`src/include/rail_regs_pkg.sv`:
```
// Register map, field layout and timing constants for the rail register bank
package rail_regs_pkg;
   // Register byte addresses
   localparam logic [7:0] CONV5_VOLTAGE_ADDR       = 8'h96;
   localparam logic [7:0] CONV5_SLEEP_VOLTAGE_ADDR = 8'h97;
   localparam logic [7:0] CONV6_VOLTAGE_ADDR       = 8'h98;
   localparam logic [7:0] CONV6_SLEEP_VOLTAGE_ADDR = 8'h99;
   localparam logic [7:0] LOWDROP2_VOLTAGES_ADDR   = 8'h9a;
   localparam logic [7:0] LOWDROP3_VOLTAGES_ADDR   = 8'h9b;
   localparam logic [7:0] CTRL_MODE_KILL_ADDR      = 8'h9c;
   localparam logic [7:0] POWER_GOOD_DELAYS_ADDR   = 8'h9d;
   // Reset values
   localparam logic [7:0] CONV5_VOLTAGE_RST        = 8'h70;
   localparam logic [6:0] CONV5_SLEEP_CODE_RST     = 7'h74;
   localparam logic [7:0] CONV6_VOLTAGE_RST        = 8'he8;
   localparam logic [6:0] CONV6_SLEEP_CODE_RST     = 7'h74;
   localparam logic [7:0] LOWDROP2_VOLTAGES_RST    = 8'hff;
   localparam logic [7:0] LOWDROP3_VOLTAGES_RST    = 8'haa;
   localparam logic [7:0] CTRL_MODE_KILL_RST       = 8'h07;
   localparam logic [7:0] POWER_GOOD_DELAYS_RST    = 8'h21;
   localparam logic [7:0] UNMAPPED_READ            = 8'h00;
   localparam logic       RESERVED_BIT             = 1'b0;
   // Field positions
   localparam int CODE_MSB  = 7;
   localparam int CODE_LSB  = 1;
   localparam int DECAY_BIT = 0;
   localparam int NIB_HI_MSB = 7;
   localparam int NIB_HI_LSB = 4;
   localparam int NIB_LO_MSB = 3;
   localparam int NIB_LO_LSB = 0;
   localparam int MODE_MSB  = 5;
   localparam int MODE_LSB  = 3;
   localparam int KILL_MSB  = 2;
   localparam int KILL_LSB  = 0;
   localparam int OUT2_DLY_MSB = 7;
   localparam int OUT2_DLY_LSB = 5;
   localparam int OUT4_DLY_MSB = 4;
   localparam int OUT4_DLY_LSB = 2;
   localparam int OUT1_DLY_MSB = 1;
   localparam int OUT1_DLY_LSB = 0;
   // Timing: one millisecond in clock cycles, rounded down
   localparam int CLK_PERIOD_NS = 40;
   localparam int MS_NS         = 1_000_000;
   localparam int MS_CYCLES     = MS_NS / CLK_PERIOD_NS;
   // Delay code to milliseconds
   typedef logic [6:0] ms_t;
   localparam ms_t DELAY_MS [0:7] = '{7'h00, 7'h05, 7'h0a, 7'h0f,
                                      7'h14, 7'h32, 7'h4b, 7'h64};
endpackage : rail_regs_pkg

```
`src/include/pg_timer_if.sv`:
```
// Carrier between the register bank and one power-good delay timer
`timescale 1ns/1ns
interface pg_timer_if;
   logic       rails_ok;
   logic       enable;
   logic [2:0] delay_code;
   logic       good;
   modport owner (output rails_ok, output enable, output delay_code, input good);
   modport timer (input rails_ok, input enable, input delay_code, output good);
endinterface : pg_timer_if

```
`src/hw/rail_voltage_pg_delay_regs.sv`:
```
// Rail voltage, controller mode and power-good delay register bank
`timescale 1ns/1ns
module rail_voltage_pg_delay_regs #(
   parameter int MS_CYCLES = rail_regs_pkg::MS_CYCLES
) (
   input  wire logic       i_clk,
   input  wire logic       i_nrst,
   input  wire logic       i_reg_wr,
   input  wire logic [7:0] i_reg_addr,
   input  wire logic [7:0] i_reg_wdata,
   output logic      [7:0] o_reg_rdata,
   output logic      [6:0] o_conv5_normal_code,
   output logic            o_conv5_passive_fall,
   output logic      [6:0] o_conv5_sleep_code,
   output logic      [6:0] o_conv6_normal_code,
   output logic            o_conv6_passive_fall,
   output logic      [6:0] o_conv6_sleep_code,
   output logic      [3:0] o_lowdrop2_sleep_code,
   output logic      [3:0] o_lowdrop2_normal_code,
   output logic      [3:0] o_lowdrop3_sleep_code,
   output logic      [3:0] o_lowdrop3_normal_code,
   output logic      [2:0] o_ctrl_pwm_force,
   output logic      [2:0] o_ctrl_kill_n,
   input  wire logic [2:0] i_ctrl_bus_force_on,
   input  wire logic [2:0] i_control_input_pins,
   output logic      [2:0] o_ctrl_run,
   input  wire logic [2:0] i_rails_in_range,
   input  wire logic [2:0] i_pin_good_mode,
   output logic            o_status_out_one,
   output logic            o_status_out_two,
   output logic            o_status_out_four
);
   logic [7:0] conv5_voltage_reg;
   logic [6:0] conv5_sleep_code_reg;
   logic [7:0] conv6_voltage_reg;
   logic [6:0] conv6_sleep_code_reg;
   logic [7:0] lowdrop2_voltages_reg;
   logic [7:0] lowdrop3_voltages_reg;
   logic [7:0] controllers_mode_kill_reg;
   logic [7:0] power_good_delays_reg;
   logic [7:0] rdata_next;
   logic [2:0] req_meta_reg;
   logic [2:0] req_sync_reg;
   logic [2:0] rails_meta_reg;
   logic [2:0] rails_sync_reg;
   logic [2:0] mode_meta_reg;
   logic [2:0] mode_sync_reg;
   logic [2:0] run_reg;

   // Write strobes per register
   wire logic wr_c5  = i_reg_wr && (i_reg_addr == rail_regs_pkg::CONV5_VOLTAGE_ADDR);
   wire logic wr_c5s = i_reg_wr && (i_reg_addr == rail_regs_pkg::CONV5_SLEEP_VOLTAGE_ADDR);
   wire logic wr_c6  = i_reg_wr && (i_reg_addr == rail_regs_pkg::CONV6_VOLTAGE_ADDR);
   wire logic wr_c6s = i_reg_wr && (i_reg_addr == rail_regs_pkg::CONV6_SLEEP_VOLTAGE_ADDR);
   wire logic wr_l2  = i_reg_wr && (i_reg_addr == rail_regs_pkg::LOWDROP2_VOLTAGES_ADDR);
   wire logic wr_l3  = i_reg_wr && (i_reg_addr == rail_regs_pkg::LOWDROP3_VOLTAGES_ADDR);
   wire logic wr_ck  = i_reg_wr && (i_reg_addr == rail_regs_pkg::CTRL_MODE_KILL_ADDR);
   wire logic wr_pg  = i_reg_wr && (i_reg_addr == rail_regs_pkg::POWER_GOOD_DELAYS_ADDR);

   // Sleep code field of a write
   wire logic [6:0] wr_code = i_reg_wdata[rail_regs_pkg::CODE_MSB:rail_regs_pkg::CODE_LSB];

   // Register storage
   always_ff @(posedge i_clk or negedge i_nrst) begin
      if (!i_nrst) begin
         conv5_voltage_reg         <= rail_regs_pkg::CONV5_VOLTAGE_RST;
         conv5_sleep_code_reg      <= rail_regs_pkg::CONV5_SLEEP_CODE_RST;
         conv6_voltage_reg         <= rail_regs_pkg::CONV6_VOLTAGE_RST;
         conv6_sleep_code_reg      <= rail_regs_pkg::CONV6_SLEEP_CODE_RST;
         lowdrop2_voltages_reg     <= rail_regs_pkg::LOWDROP2_VOLTAGES_RST;
         lowdrop3_voltages_reg     <= rail_regs_pkg::LOWDROP3_VOLTAGES_RST;
         controllers_mode_kill_reg <= rail_regs_pkg::CTRL_MODE_KILL_RST;
         power_good_delays_reg     <= rail_regs_pkg::POWER_GOOD_DELAYS_RST;
      end else begin
         if (wr_c5) conv5_voltage_reg <= i_reg_wdata;
         if (wr_c5s) conv5_sleep_code_reg <= wr_code;
         if (wr_c6) conv6_voltage_reg <= i_reg_wdata;
         if (wr_c6s) conv6_sleep_code_reg <= wr_code;
         if (wr_l2) lowdrop2_voltages_reg <= i_reg_wdata;
         if (wr_l3) lowdrop3_voltages_reg <= i_reg_wdata;
         if (wr_ck) controllers_mode_kill_reg <= i_reg_wdata;
         if (wr_pg) power_good_delays_reg <= i_reg_wdata;
      end
   end

   // Read decode
   always_comb begin
      if (i_reg_addr == rail_regs_pkg::CONV5_VOLTAGE_ADDR) begin
         rdata_next = conv5_voltage_reg;
      end else if (i_reg_addr == rail_regs_pkg::CONV5_SLEEP_VOLTAGE_ADDR) begin
         rdata_next = {conv5_sleep_code_reg, rail_regs_pkg::RESERVED_BIT};
      end else if (i_reg_addr == rail_regs_pkg::CONV6_VOLTAGE_ADDR) begin
         rdata_next = conv6_voltage_reg;
      end else if (i_reg_addr == rail_regs_pkg::CONV6_SLEEP_VOLTAGE_ADDR) begin
         rdata_next = {conv6_sleep_code_reg, rail_regs_pkg::RESERVED_BIT};
      end else if (i_reg_addr == rail_regs_pkg::LOWDROP2_VOLTAGES_ADDR) begin
         rdata_next = lowdrop2_voltages_reg;
      end else if (i_reg_addr == rail_regs_pkg::LOWDROP3_VOLTAGES_ADDR) begin
         rdata_next = lowdrop3_voltages_reg;
      end else if (i_reg_addr == rail_regs_pkg::CTRL_MODE_KILL_ADDR) begin
         rdata_next = controllers_mode_kill_reg;
      end else if (i_reg_addr == rail_regs_pkg::POWER_GOOD_DELAYS_ADDR) begin
         rdata_next = power_good_delays_reg;
      end else begin
         rdata_next = rail_regs_pkg::UNMAPPED_READ;
      end
   end

   // Pin synchronisers, read data and controller run state
   always_ff @(posedge i_clk or negedge i_nrst) begin
      if (!i_nrst) begin
         req_meta_reg   <= '0;
         req_sync_reg   <= '0;
         rails_meta_reg <= '0;
         rails_sync_reg <= '0;
         mode_meta_reg  <= '0;
         mode_sync_reg  <= '0;
         run_reg        <= '0;
         o_reg_rdata    <= rail_regs_pkg::UNMAPPED_READ;
      end else begin
         req_meta_reg   <= i_control_input_pins;
         req_sync_reg   <= req_meta_reg;
         rails_meta_reg <= i_rails_in_range;
         rails_sync_reg <= rails_meta_reg;
         mode_meta_reg  <= i_pin_good_mode;
         mode_sync_reg  <= mode_meta_reg;
         run_reg        <= o_ctrl_kill_n & (i_ctrl_bus_force_on | req_sync_reg);
         o_reg_rdata    <= rdata_next;
      end
   end

   // Field outputs to the regulators
   assign o_conv5_normal_code  = conv5_voltage_reg[rail_regs_pkg::CODE_MSB:rail_regs_pkg::CODE_LSB];
   assign o_conv5_passive_fall = conv5_voltage_reg[rail_regs_pkg::DECAY_BIT];
   assign o_conv5_sleep_code   = conv5_sleep_code_reg;
   assign o_conv6_normal_code  = conv6_voltage_reg[rail_regs_pkg::CODE_MSB:rail_regs_pkg::CODE_LSB];
   assign o_conv6_passive_fall = conv6_voltage_reg[rail_regs_pkg::DECAY_BIT];
   assign o_conv6_sleep_code   = conv6_sleep_code_reg;
   assign o_lowdrop2_sleep_code =
      lowdrop2_voltages_reg[rail_regs_pkg::NIB_HI_MSB:rail_regs_pkg::NIB_HI_LSB];
   assign o_lowdrop2_normal_code =
      lowdrop2_voltages_reg[rail_regs_pkg::NIB_LO_MSB:rail_regs_pkg::NIB_LO_LSB];
   assign o_lowdrop3_sleep_code =
      lowdrop3_voltages_reg[rail_regs_pkg::NIB_HI_MSB:rail_regs_pkg::NIB_HI_LSB];
   assign o_lowdrop3_normal_code =
      lowdrop3_voltages_reg[rail_regs_pkg::NIB_LO_MSB:rail_regs_pkg::NIB_LO_LSB];
   assign o_ctrl_pwm_force =
      controllers_mode_kill_reg[rail_regs_pkg::MODE_MSB:rail_regs_pkg::MODE_LSB];
   assign o_ctrl_kill_n =
      controllers_mode_kill_reg[rail_regs_pkg::KILL_MSB:rail_regs_pkg::KILL_LSB];
   assign o_ctrl_run = run_reg;

   // Delay codes: index 0 out one, 1 out two, 2 out four
   wire logic [2:0] dly_code [3];
   assign dly_code[0] = {1'b0,
      power_good_delays_reg[rail_regs_pkg::OUT1_DLY_MSB:rail_regs_pkg::OUT1_DLY_LSB]};
   assign dly_code[1] =
      power_good_delays_reg[rail_regs_pkg::OUT2_DLY_MSB:rail_regs_pkg::OUT2_DLY_LSB];
   assign dly_code[2] =
      power_good_delays_reg[rail_regs_pkg::OUT4_DLY_MSB:rail_regs_pkg::OUT4_DLY_LSB];

   pg_timer_if pg_if [3] ();
   wire logic [2:0] good;

   // One delay timer per status output
   for (genvar g = 0; g < 3; g++) begin : g_pg
      assign pg_if[g].rails_ok   = rails_sync_reg[g];
      assign pg_if[g].enable     = mode_sync_reg[g];
      assign pg_if[g].delay_code = dly_code[g];
      assign good[g]             = pg_if[g].good;
      pg_delay_timer #(
         .MS_CYCLES (MS_CYCLES)
      ) u_timer (
         .i_clk  (i_clk),
         .i_nrst (i_nrst),
         .port   (pg_if[g].timer)
      );
   end

   assign o_status_out_one  = good[0];
   assign o_status_out_two  = good[1];
   assign o_status_out_four = good[2];

   // Checks on the register bank and timers
   conv5_write_a: assert property (
      @(posedge i_clk) disable iff (!i_nrst)
      wr_c5 |=> o_conv5_normal_code == $past(i_reg_wdata[7:1]))
      else $error("conv5 normal code not written");
   decay_follow_a: assert property (
      @(posedge i_clk) disable iff (!i_nrst)
      wr_c6 |=> o_conv6_passive_fall == $past(i_reg_wdata[0]))
      else $error("conv6 decay bit not written");
   sleep_reserved_a: assert property (
      @(posedge i_clk) disable iff (!i_nrst)
      (i_reg_addr == rail_regs_pkg::CONV5_SLEEP_VOLTAGE_ADDR ||
       i_reg_addr == rail_regs_pkg::CONV6_SLEEP_VOLTAGE_ADDR)
      |=> o_reg_rdata[rail_regs_pkg::DECAY_BIT] == rail_regs_pkg::RESERVED_BIT)
      else $error("reserved sleep bit read non-zero");
   lowdrop_split_a: assert property (
      @(posedge i_clk) disable iff (!i_nrst)
      wr_l2 |=> {o_lowdrop2_sleep_code, o_lowdrop2_normal_code} == $past(i_reg_wdata))
      else $error("lowdrop2 nibbles wrong");
   kill_off_a: assert property (
      @(posedge i_clk) disable iff (!i_nrst)
      !o_ctrl_kill_n[0] |=> !o_ctrl_run[0])
      else $error("killed controller still runs");
   force_on_a: assert property (
      @(posedge i_clk) disable iff (!i_nrst)
      (o_ctrl_kill_n[1] && i_ctrl_bus_force_on[1]) |=> o_ctrl_run[1])
      else $error("forced controller not running");
   rail_loss_a: assert property (
      @(posedge i_clk) disable iff (!i_nrst)
      !rails_sync_reg[1] |=> !o_status_out_two)
      else $error("status held through rail loss");
   zero_delay_a: assert property (
      @(posedge i_clk) disable iff (!i_nrst)
      ($rose(rails_sync_reg[2]) && dly_code[2] == 3'h0 && mode_sync_reg[2])
         ##1 (rails_sync_reg[2] && dly_code[2] == 3'h0 && mode_sync_reg[2])
         |=> o_status_out_four)
      else $error("zero delay output late");
   gpo_mode_a: assert property (
      @(posedge i_clk) disable iff (!i_nrst)
      !mode_sync_reg[0] |=> !o_status_out_one)
      else $error("status asserted outside good mode");
   unmapped_a: assert property (
      @(posedge i_clk) disable iff (!i_nrst)
      (i_reg_addr < rail_regs_pkg::CONV5_VOLTAGE_ADDR ||
       i_reg_addr > rail_regs_pkg::POWER_GOOD_DELAYS_ADDR)
      |=> o_reg_rdata == rail_regs_pkg::UNMAPPED_READ)
      else $error("unmapped read non-zero");

   // Field write checks
   conv5_sleep_a: assert property (
      @(posedge i_clk) disable iff (!i_nrst)
      wr_c5s |=> o_conv5_sleep_code == $past(wr_code))
      else $error("conv5 sleep code not written");
   conv6_normal_a: assert property (
      @(posedge i_clk) disable iff (!i_nrst)
      wr_c6 |=> o_conv6_normal_code == $past(wr_code))
      else $error("conv6 normal code not written");
   conv6_sleep_a: assert property (
      @(posedge i_clk) disable iff (!i_nrst)
      wr_c6s |=> o_conv6_sleep_code == $past(wr_code))
      else $error("conv6 sleep code not written");
   lowdrop3_split_a: assert property (
      @(posedge i_clk) disable iff (!i_nrst)
      wr_l3 |=> {o_lowdrop3_sleep_code, o_lowdrop3_normal_code} == $past(i_reg_wdata))
      else $error("lowdrop3 nibbles wrong");
   mode_bits_a: assert property (
      @(posedge i_clk) disable iff (!i_nrst)
      wr_ck |=> o_ctrl_pwm_force ==
         $past(i_reg_wdata[rail_regs_pkg::MODE_MSB:rail_regs_pkg::MODE_LSB]))
      else $error("controller mode bits not written");
   spare_read_a: assert property (
      @(posedge i_clk) disable iff (!i_nrst)
      wr_ck ##1 (i_reg_addr == rail_regs_pkg::CTRL_MODE_KILL_ADDR)
      |=> o_reg_rdata == $past(i_reg_wdata, 2))
      else $error("controller register read back wrong");
   out2_code_a: assert property (
      @(posedge i_clk) disable iff (!i_nrst)
      wr_pg |=> dly_code[1] ==
         $past(i_reg_wdata[rail_regs_pkg::OUT2_DLY_MSB:rail_regs_pkg::OUT2_DLY_LSB]))
      else $error("out two delay code wrong");
   out4_code_a: assert property (
      @(posedge i_clk) disable iff (!i_nrst)
      wr_pg |=> dly_code[2] ==
         $past(i_reg_wdata[rail_regs_pkg::OUT4_DLY_MSB:rail_regs_pkg::OUT4_DLY_LSB]))
      else $error("out four delay code wrong");
   out1_code_a: assert property (
      @(posedge i_clk) disable iff (!i_nrst)
      wr_pg |=> dly_code[0] ==
         {1'b0, $past(i_reg_wdata[rail_regs_pkg::OUT1_DLY_MSB:rail_regs_pkg::OUT1_DLY_LSB])})
      else $error("out one delay code wrong");
endmodule : rail_voltage_pg_delay_regs

```
`src/hw/pg_delay_timer.sv`:
```
// Power-good delay timer for one status output
`timescale 1ns/1ns
module pg_delay_timer #(
   parameter int MS_CYCLES = rail_regs_pkg::MS_CYCLES
) (
   input  wire logic i_clk,
   input  wire logic i_nrst,
   pg_timer_if.timer port
);
   localparam int PW = $clog2(MS_CYCLES + 1);
   typedef enum logic [1:0] {WAIT_RAILS, COUNTING, GOOD} pg_state_t;

   pg_state_t          state_reg;
   pg_state_t          state_next;
   logic [PW-1:0]      pre_reg;
   logic [PW-1:0]      pre_next;
   rail_regs_pkg::ms_t ms_reg;
   rail_regs_pkg::ms_t ms_next;

   wire rail_regs_pkg::ms_t target = rail_regs_pkg::DELAY_MS[port.delay_code];
   wire logic               tick   = (pre_reg == PW'(MS_CYCLES - 1));
   wire logic               armed  = port.rails_ok && port.enable;

   // Next state of the delay count
   always_comb begin
      state_next = state_reg;
      pre_next   = pre_reg;
      ms_next    = ms_reg;
      case (state_reg)
         WAIT_RAILS: begin
            pre_next = '0;
            ms_next  = '0;
            if (armed) begin
               state_next = COUNTING;
            end
         end
         COUNTING: begin
            if (ms_reg >= target) begin
               state_next = GOOD;
            end else begin
               pre_next = tick ? '0 : PW'(pre_reg + 1'b1);
               if (tick) begin
                  ms_next = rail_regs_pkg::ms_t'(ms_reg + 1'b1);
               end
            end
         end
         default: begin
            state_next = GOOD;
         end
      endcase
      if (!armed) begin
         state_next = WAIT_RAILS;
         pre_next   = '0;
         ms_next    = '0;
      end
   end

   // State registers
   always_ff @(posedge i_clk or negedge i_nrst) begin
      if (!i_nrst) begin
         state_reg <= WAIT_RAILS;
         pre_reg   <= '0;
         ms_reg    <= '0;
      end else begin
         state_reg <= state_next;
         pre_reg   <= pre_next;
         ms_reg    <= ms_next;
      end
   end

   assign port.good = (state_reg == GOOD);
endmodule : pg_delay_timer

```
`config.mk`:
```
export PLATFORM = sky130hd
export DESIGN_NAME = rail_voltage_pg_delay_regs
export DESIGN_NICKNAME = d
export VERILOG_FILES = /design/src/include/rail_regs_pkg.sv /design/src/include/pg_timer_if.sv /design/src/hw/rail_voltage_pg_delay_regs.sv /design/src/hw/pg_delay_timer.sv
export SDC_FILE = /design/constraint.sdc
export NUM_CORES = 1
export LEC_CHECK = 0
export ABC_CLOCK_PERIOD_IN_PS = 2500
export BUFFER_PORTS_ARGS = -buffer_cell sky130_fd_sc_hd__buf_2
export CAP_MARGIN = 20
export CORE_UTILIZATION = 28
export DETAILED_ROUTE_END_ITERATION = 6
export GPL_TIMING_DRIVEN = 0
export SLEW_MARGIN = 20
export SYNTH_ARGS = -nofsm -noshare
export SYNTH_HDL_FRONTEND = slang
export SYNTH_HIERARCHICAL = 1
export SYNTH_SLANG_ARGS = --single-unit
```
`constraint.sdc`:
```
create_clock -name i_clk -period 2.5 [get_ports i_clk]
set_clock_uncertainty 0.1 [all_clocks]
set_input_delay 0 -clock i_clk [delete_from_list [all_inputs] [get_ports i_clk]]
set_output_delay 0 -clock i_clk [all_outputs]
set_load 0.03 [all_outputs]
```
==> flow_summary.toml <==
[outcome]
status = "finished, violations left"
violations = "DRC, setup timing"

[global_routing]
grt_pass1_vias = 7566
grt_overflow = 0
antenna_found_initial = 0
grt_pass1_wl_mm = 40.77
grt_max_degree = 84
track_usage = 0.1513

[synth]
netlist_area_mm2 = 0.009161
ys.flop_type = "dfrtp_1"
synthTopCellsByArea = "dfrtp_1 (36%), dfstp_2 (9.2%), mux2_2 (8.1%)"
synthArstFlopShare = 1.000
synth_area_per_cell_um2 = 10.77
synth_enable_flop_cells = 0
yosysMostFrequentCell = "dfrtp_1"
yosysSeqAreaShare = 0.4496
synth_area_leader_cell = "dfrtp_1"
synth_common_cells = "dfrtp_1 (131), nand2_1 (72), mux2_2 (66)"
syn_inst = 851
ys_ff_latch = 163
yosys.cell_types.count = 83
synthesis.nets = 915
yosysTopAreaCellShare = 0.3578
yosysWarnings = 6

[finish]
fillers = 3210
fin_util = 0.3730
largest_reg_flops = 45
final_area_mm2 = 0.01189
nNetsFinal = 1084
drive_gt1_frac = 0.3814
multi_input_area_mm2 = 0.005096
regArea_mm2 = 0.004124
diodes = 0
area_delta_synth_final_pct = 29.81

[floorplanning]
pin_count = 97
rows = 65
fp.dieW_um = 182.9
dieArea_mm2 = 0.03345
start_util = 0.2874
core_area_mm2 = 0.03188
die_h_um = 182.9

[worst_setup_path]
path_class = "flop to flop"
worstReg2RegStart = "power_good_delays_reg[5]$_DFFE_PN1P_"
required_ns = 2.72
critPathLaunchType = "flop"
worst-path-max-fanout = 6
cp-end-kind = "flop"
r2r_end = "g_pg[1].u_timer/ms_reg[2]$_DFFE_PN0P_"
regToRegSetupSlack_ns = -0.09
r2r.worst_path.cells = 12
worstPathArrival_ns = 2.81

[route]
drt_iter0_markers = 672
wirelength_mm = 25.00
drc_errors = 9
vias_per_cell = 5.197
drtPass1Iterations = 7
drtAntennaViolNets = 0
vias = 7629
wl_per_cell_um = 17.03

[clock_network]
clock_sinks = 163
cts_tree = "built"
worstSkewPairLatency_ns = 0.44
htree_levels = 4
cts_made_buffers = 17
cts_root_buf = "clkbuf_16"
clkTransAtPathRegs_ns = 0.07
cts.path.max_buffers = 2

[place]
dp_hpwl_mm = 16.47
dp_slack_ns = -0.5546
placed_area_mm2 = 0.01023
gp_congestion = 0.8209
port_buffers = 92

[timing]
final_max_slew_viol_count = 0
period_share = 1.037
layout_setup_ws_ns = -0.09243
tns_ns = -0.7298
rsz0062_at_grt = "true"
fmax_mhz = 385.7
period_needed_ns = 2.592
hold_viol = 0
relSlewSlack = 0.5030
worstMarginPinSlew_ns = 0.7386
setup_viol = 24

[min_path]
holdPathEnd = "o_reg_rdata[4]$_DFF_PN0_"
hold_depth = 4
hp-start = "i_reg_addr[5]"
hp-class = "input pin to flop"

[pwr]
peakVddDrop_mv = 0.4915
p_total_mw = 6.597
p_leak_nw = 5.348
p_per_area_mw_per_mm2 = 554.7

[flow_run]
maxCapViolCount = 0
==> critical path, cell delays in order, from the launching register on <==
cell,delay (ns)
dfstp_2,0.56
inv_4,0.05
ha_1,0.19
mux2i_1,0.15
ha_1,0.15
and4_4,0.25
o21ai_4,0.08
o21ai_4,0.22
buf_6,0.16
buf_8,0.13
buf_6,0.13
nor3_2,0.04
a211o_1,0.28
==> cells by family after synthesis <==
logic type	share of synthesized area
buffers and inverters	0.04466
AOI/OAI and AO/OA	0.1487
adders and majority gates	0.04507
other	0.0004093
DFF	0.4496
and+or+nand+nor	0.2004
muxes	0.1112
==> cell usage in the layout, fill, tap and decap left out, types with 10 or more instances in the layout <==
cell type / netlist / layout
a221o_1: 15 / 15
inv_1: 25 / 22
and3_1: 16 / 16
a22o_1: 10 / 10
dlygate4sd3_1: 0 / 24
clkbuf_1: 15 / 14
a211o_1: 13 / 13
mux2i_1: 23 / 23
nor2_1: 41 / 40
dfstp_2: 32 / 32
nor4_1: 17 / 12
clkbuf_16: 0 / 17
buf_6: 5 / 20
nand2_1: 72 / 67
nand2b_1: 14 / 11
buf_2: 20 / 106
a21oi_1: 16 / 13
buf_4: 10 / 33
dfrtp_1: 131 / 127
mux2_2: 66 / 63
nand3_1: 44 / 42
nand4_1: 15 / 15
o21ai_0: 23 / 12
nor3_1: 15 / 13
o21a_1: 12 / 10
ha_1: 33 / 29
==> power breakdown <==
| group | internal [mW] | switching, mW |
|---|---|---|
| Clock | 1.63 | 1.18 |
| Combinational | 0.447 | 0.543 |
| Sequential | 2.73 | 0.0678 |
==> routing by layer <==
layer	share of wire	up-vias	track usage
met5	0	-	0
met4	0.010	0	0.04000
met3	0.035	21	0.02879
met2	0.49	151	0.2424
met1	0.47	3889	0.2084
li1	-	3568	-
==> how the worst max path moves through the flow <==
stage / from / to / slack (ns) / depth (start not counted)
floorplan: power_good_delays_reg[5]$_DFFE_PN1P_ / g_pg[1].u_timer/pre_reg[7]$_DFFE_PN0P_ / 0.008 / 10
global placement: i_nrst / mode_meta_reg[2]$_DFF_PN0_ / -1.36 / 1
detailed placement: power_good_delays_reg[4]$_DFFE_PN0P_ / g_pg[2].u_timer/pre_reg[0]$_DFFE_PN0P_ / -0.55 / 8
CTS: power_good_delays_reg[5]$_DFFE_PN1P_ / g_pg[1].u_timer/pre_reg[10]$_DFFE_PN0P_ / -0.07 / 11
global route: power_good_delays_reg[5]$_DFFE_PN1P_ / g_pg[1].u_timer/pre_reg[10]$_DFFE_PN0P_ / -0.18 / 11
finish: power_good_delays_reg[5]$_DFFE_PN1P_ / g_pg[1].u_timer/ms_reg[2]$_DFFE_PN0P_ / -0.09 / 12
==> through the flow <==
stage / hold WS, ns / std cells
4_1_cts: 0.03342 / 1456
3_3_place_gp: 0.008392 / 1378
6_report: 0.06473 / 1468
3_5_place_dp: -0.03790 / 1379
2_1_floorplan: -0.3956 / 851
5_1_grt: 0.06285 / 1468
==> layout make-up <==
type | count | area share
buffer | 51 | 0.02967
clock buffer | 20 | 0.03756
clock inverter | 12 | 0.01483
inverter | 25 | 0.008101
multi-input combinational | 610 | 0.4285
sequential | 163 | 0.3468
tap | 435 | 0.04577
timing repair buffer | 152 | 0.08879
==> what timing repair did <==
action,4_1_cts,5_1_grt
endpoints found under the setup margin,65,58
hold buffers,24,0
pin swaps,41,39
resized for setup,62,66
hold endpoints to repair,156,0
cloned,1,2
setup buffers,22,10
(Power assumes the default switching activity.)
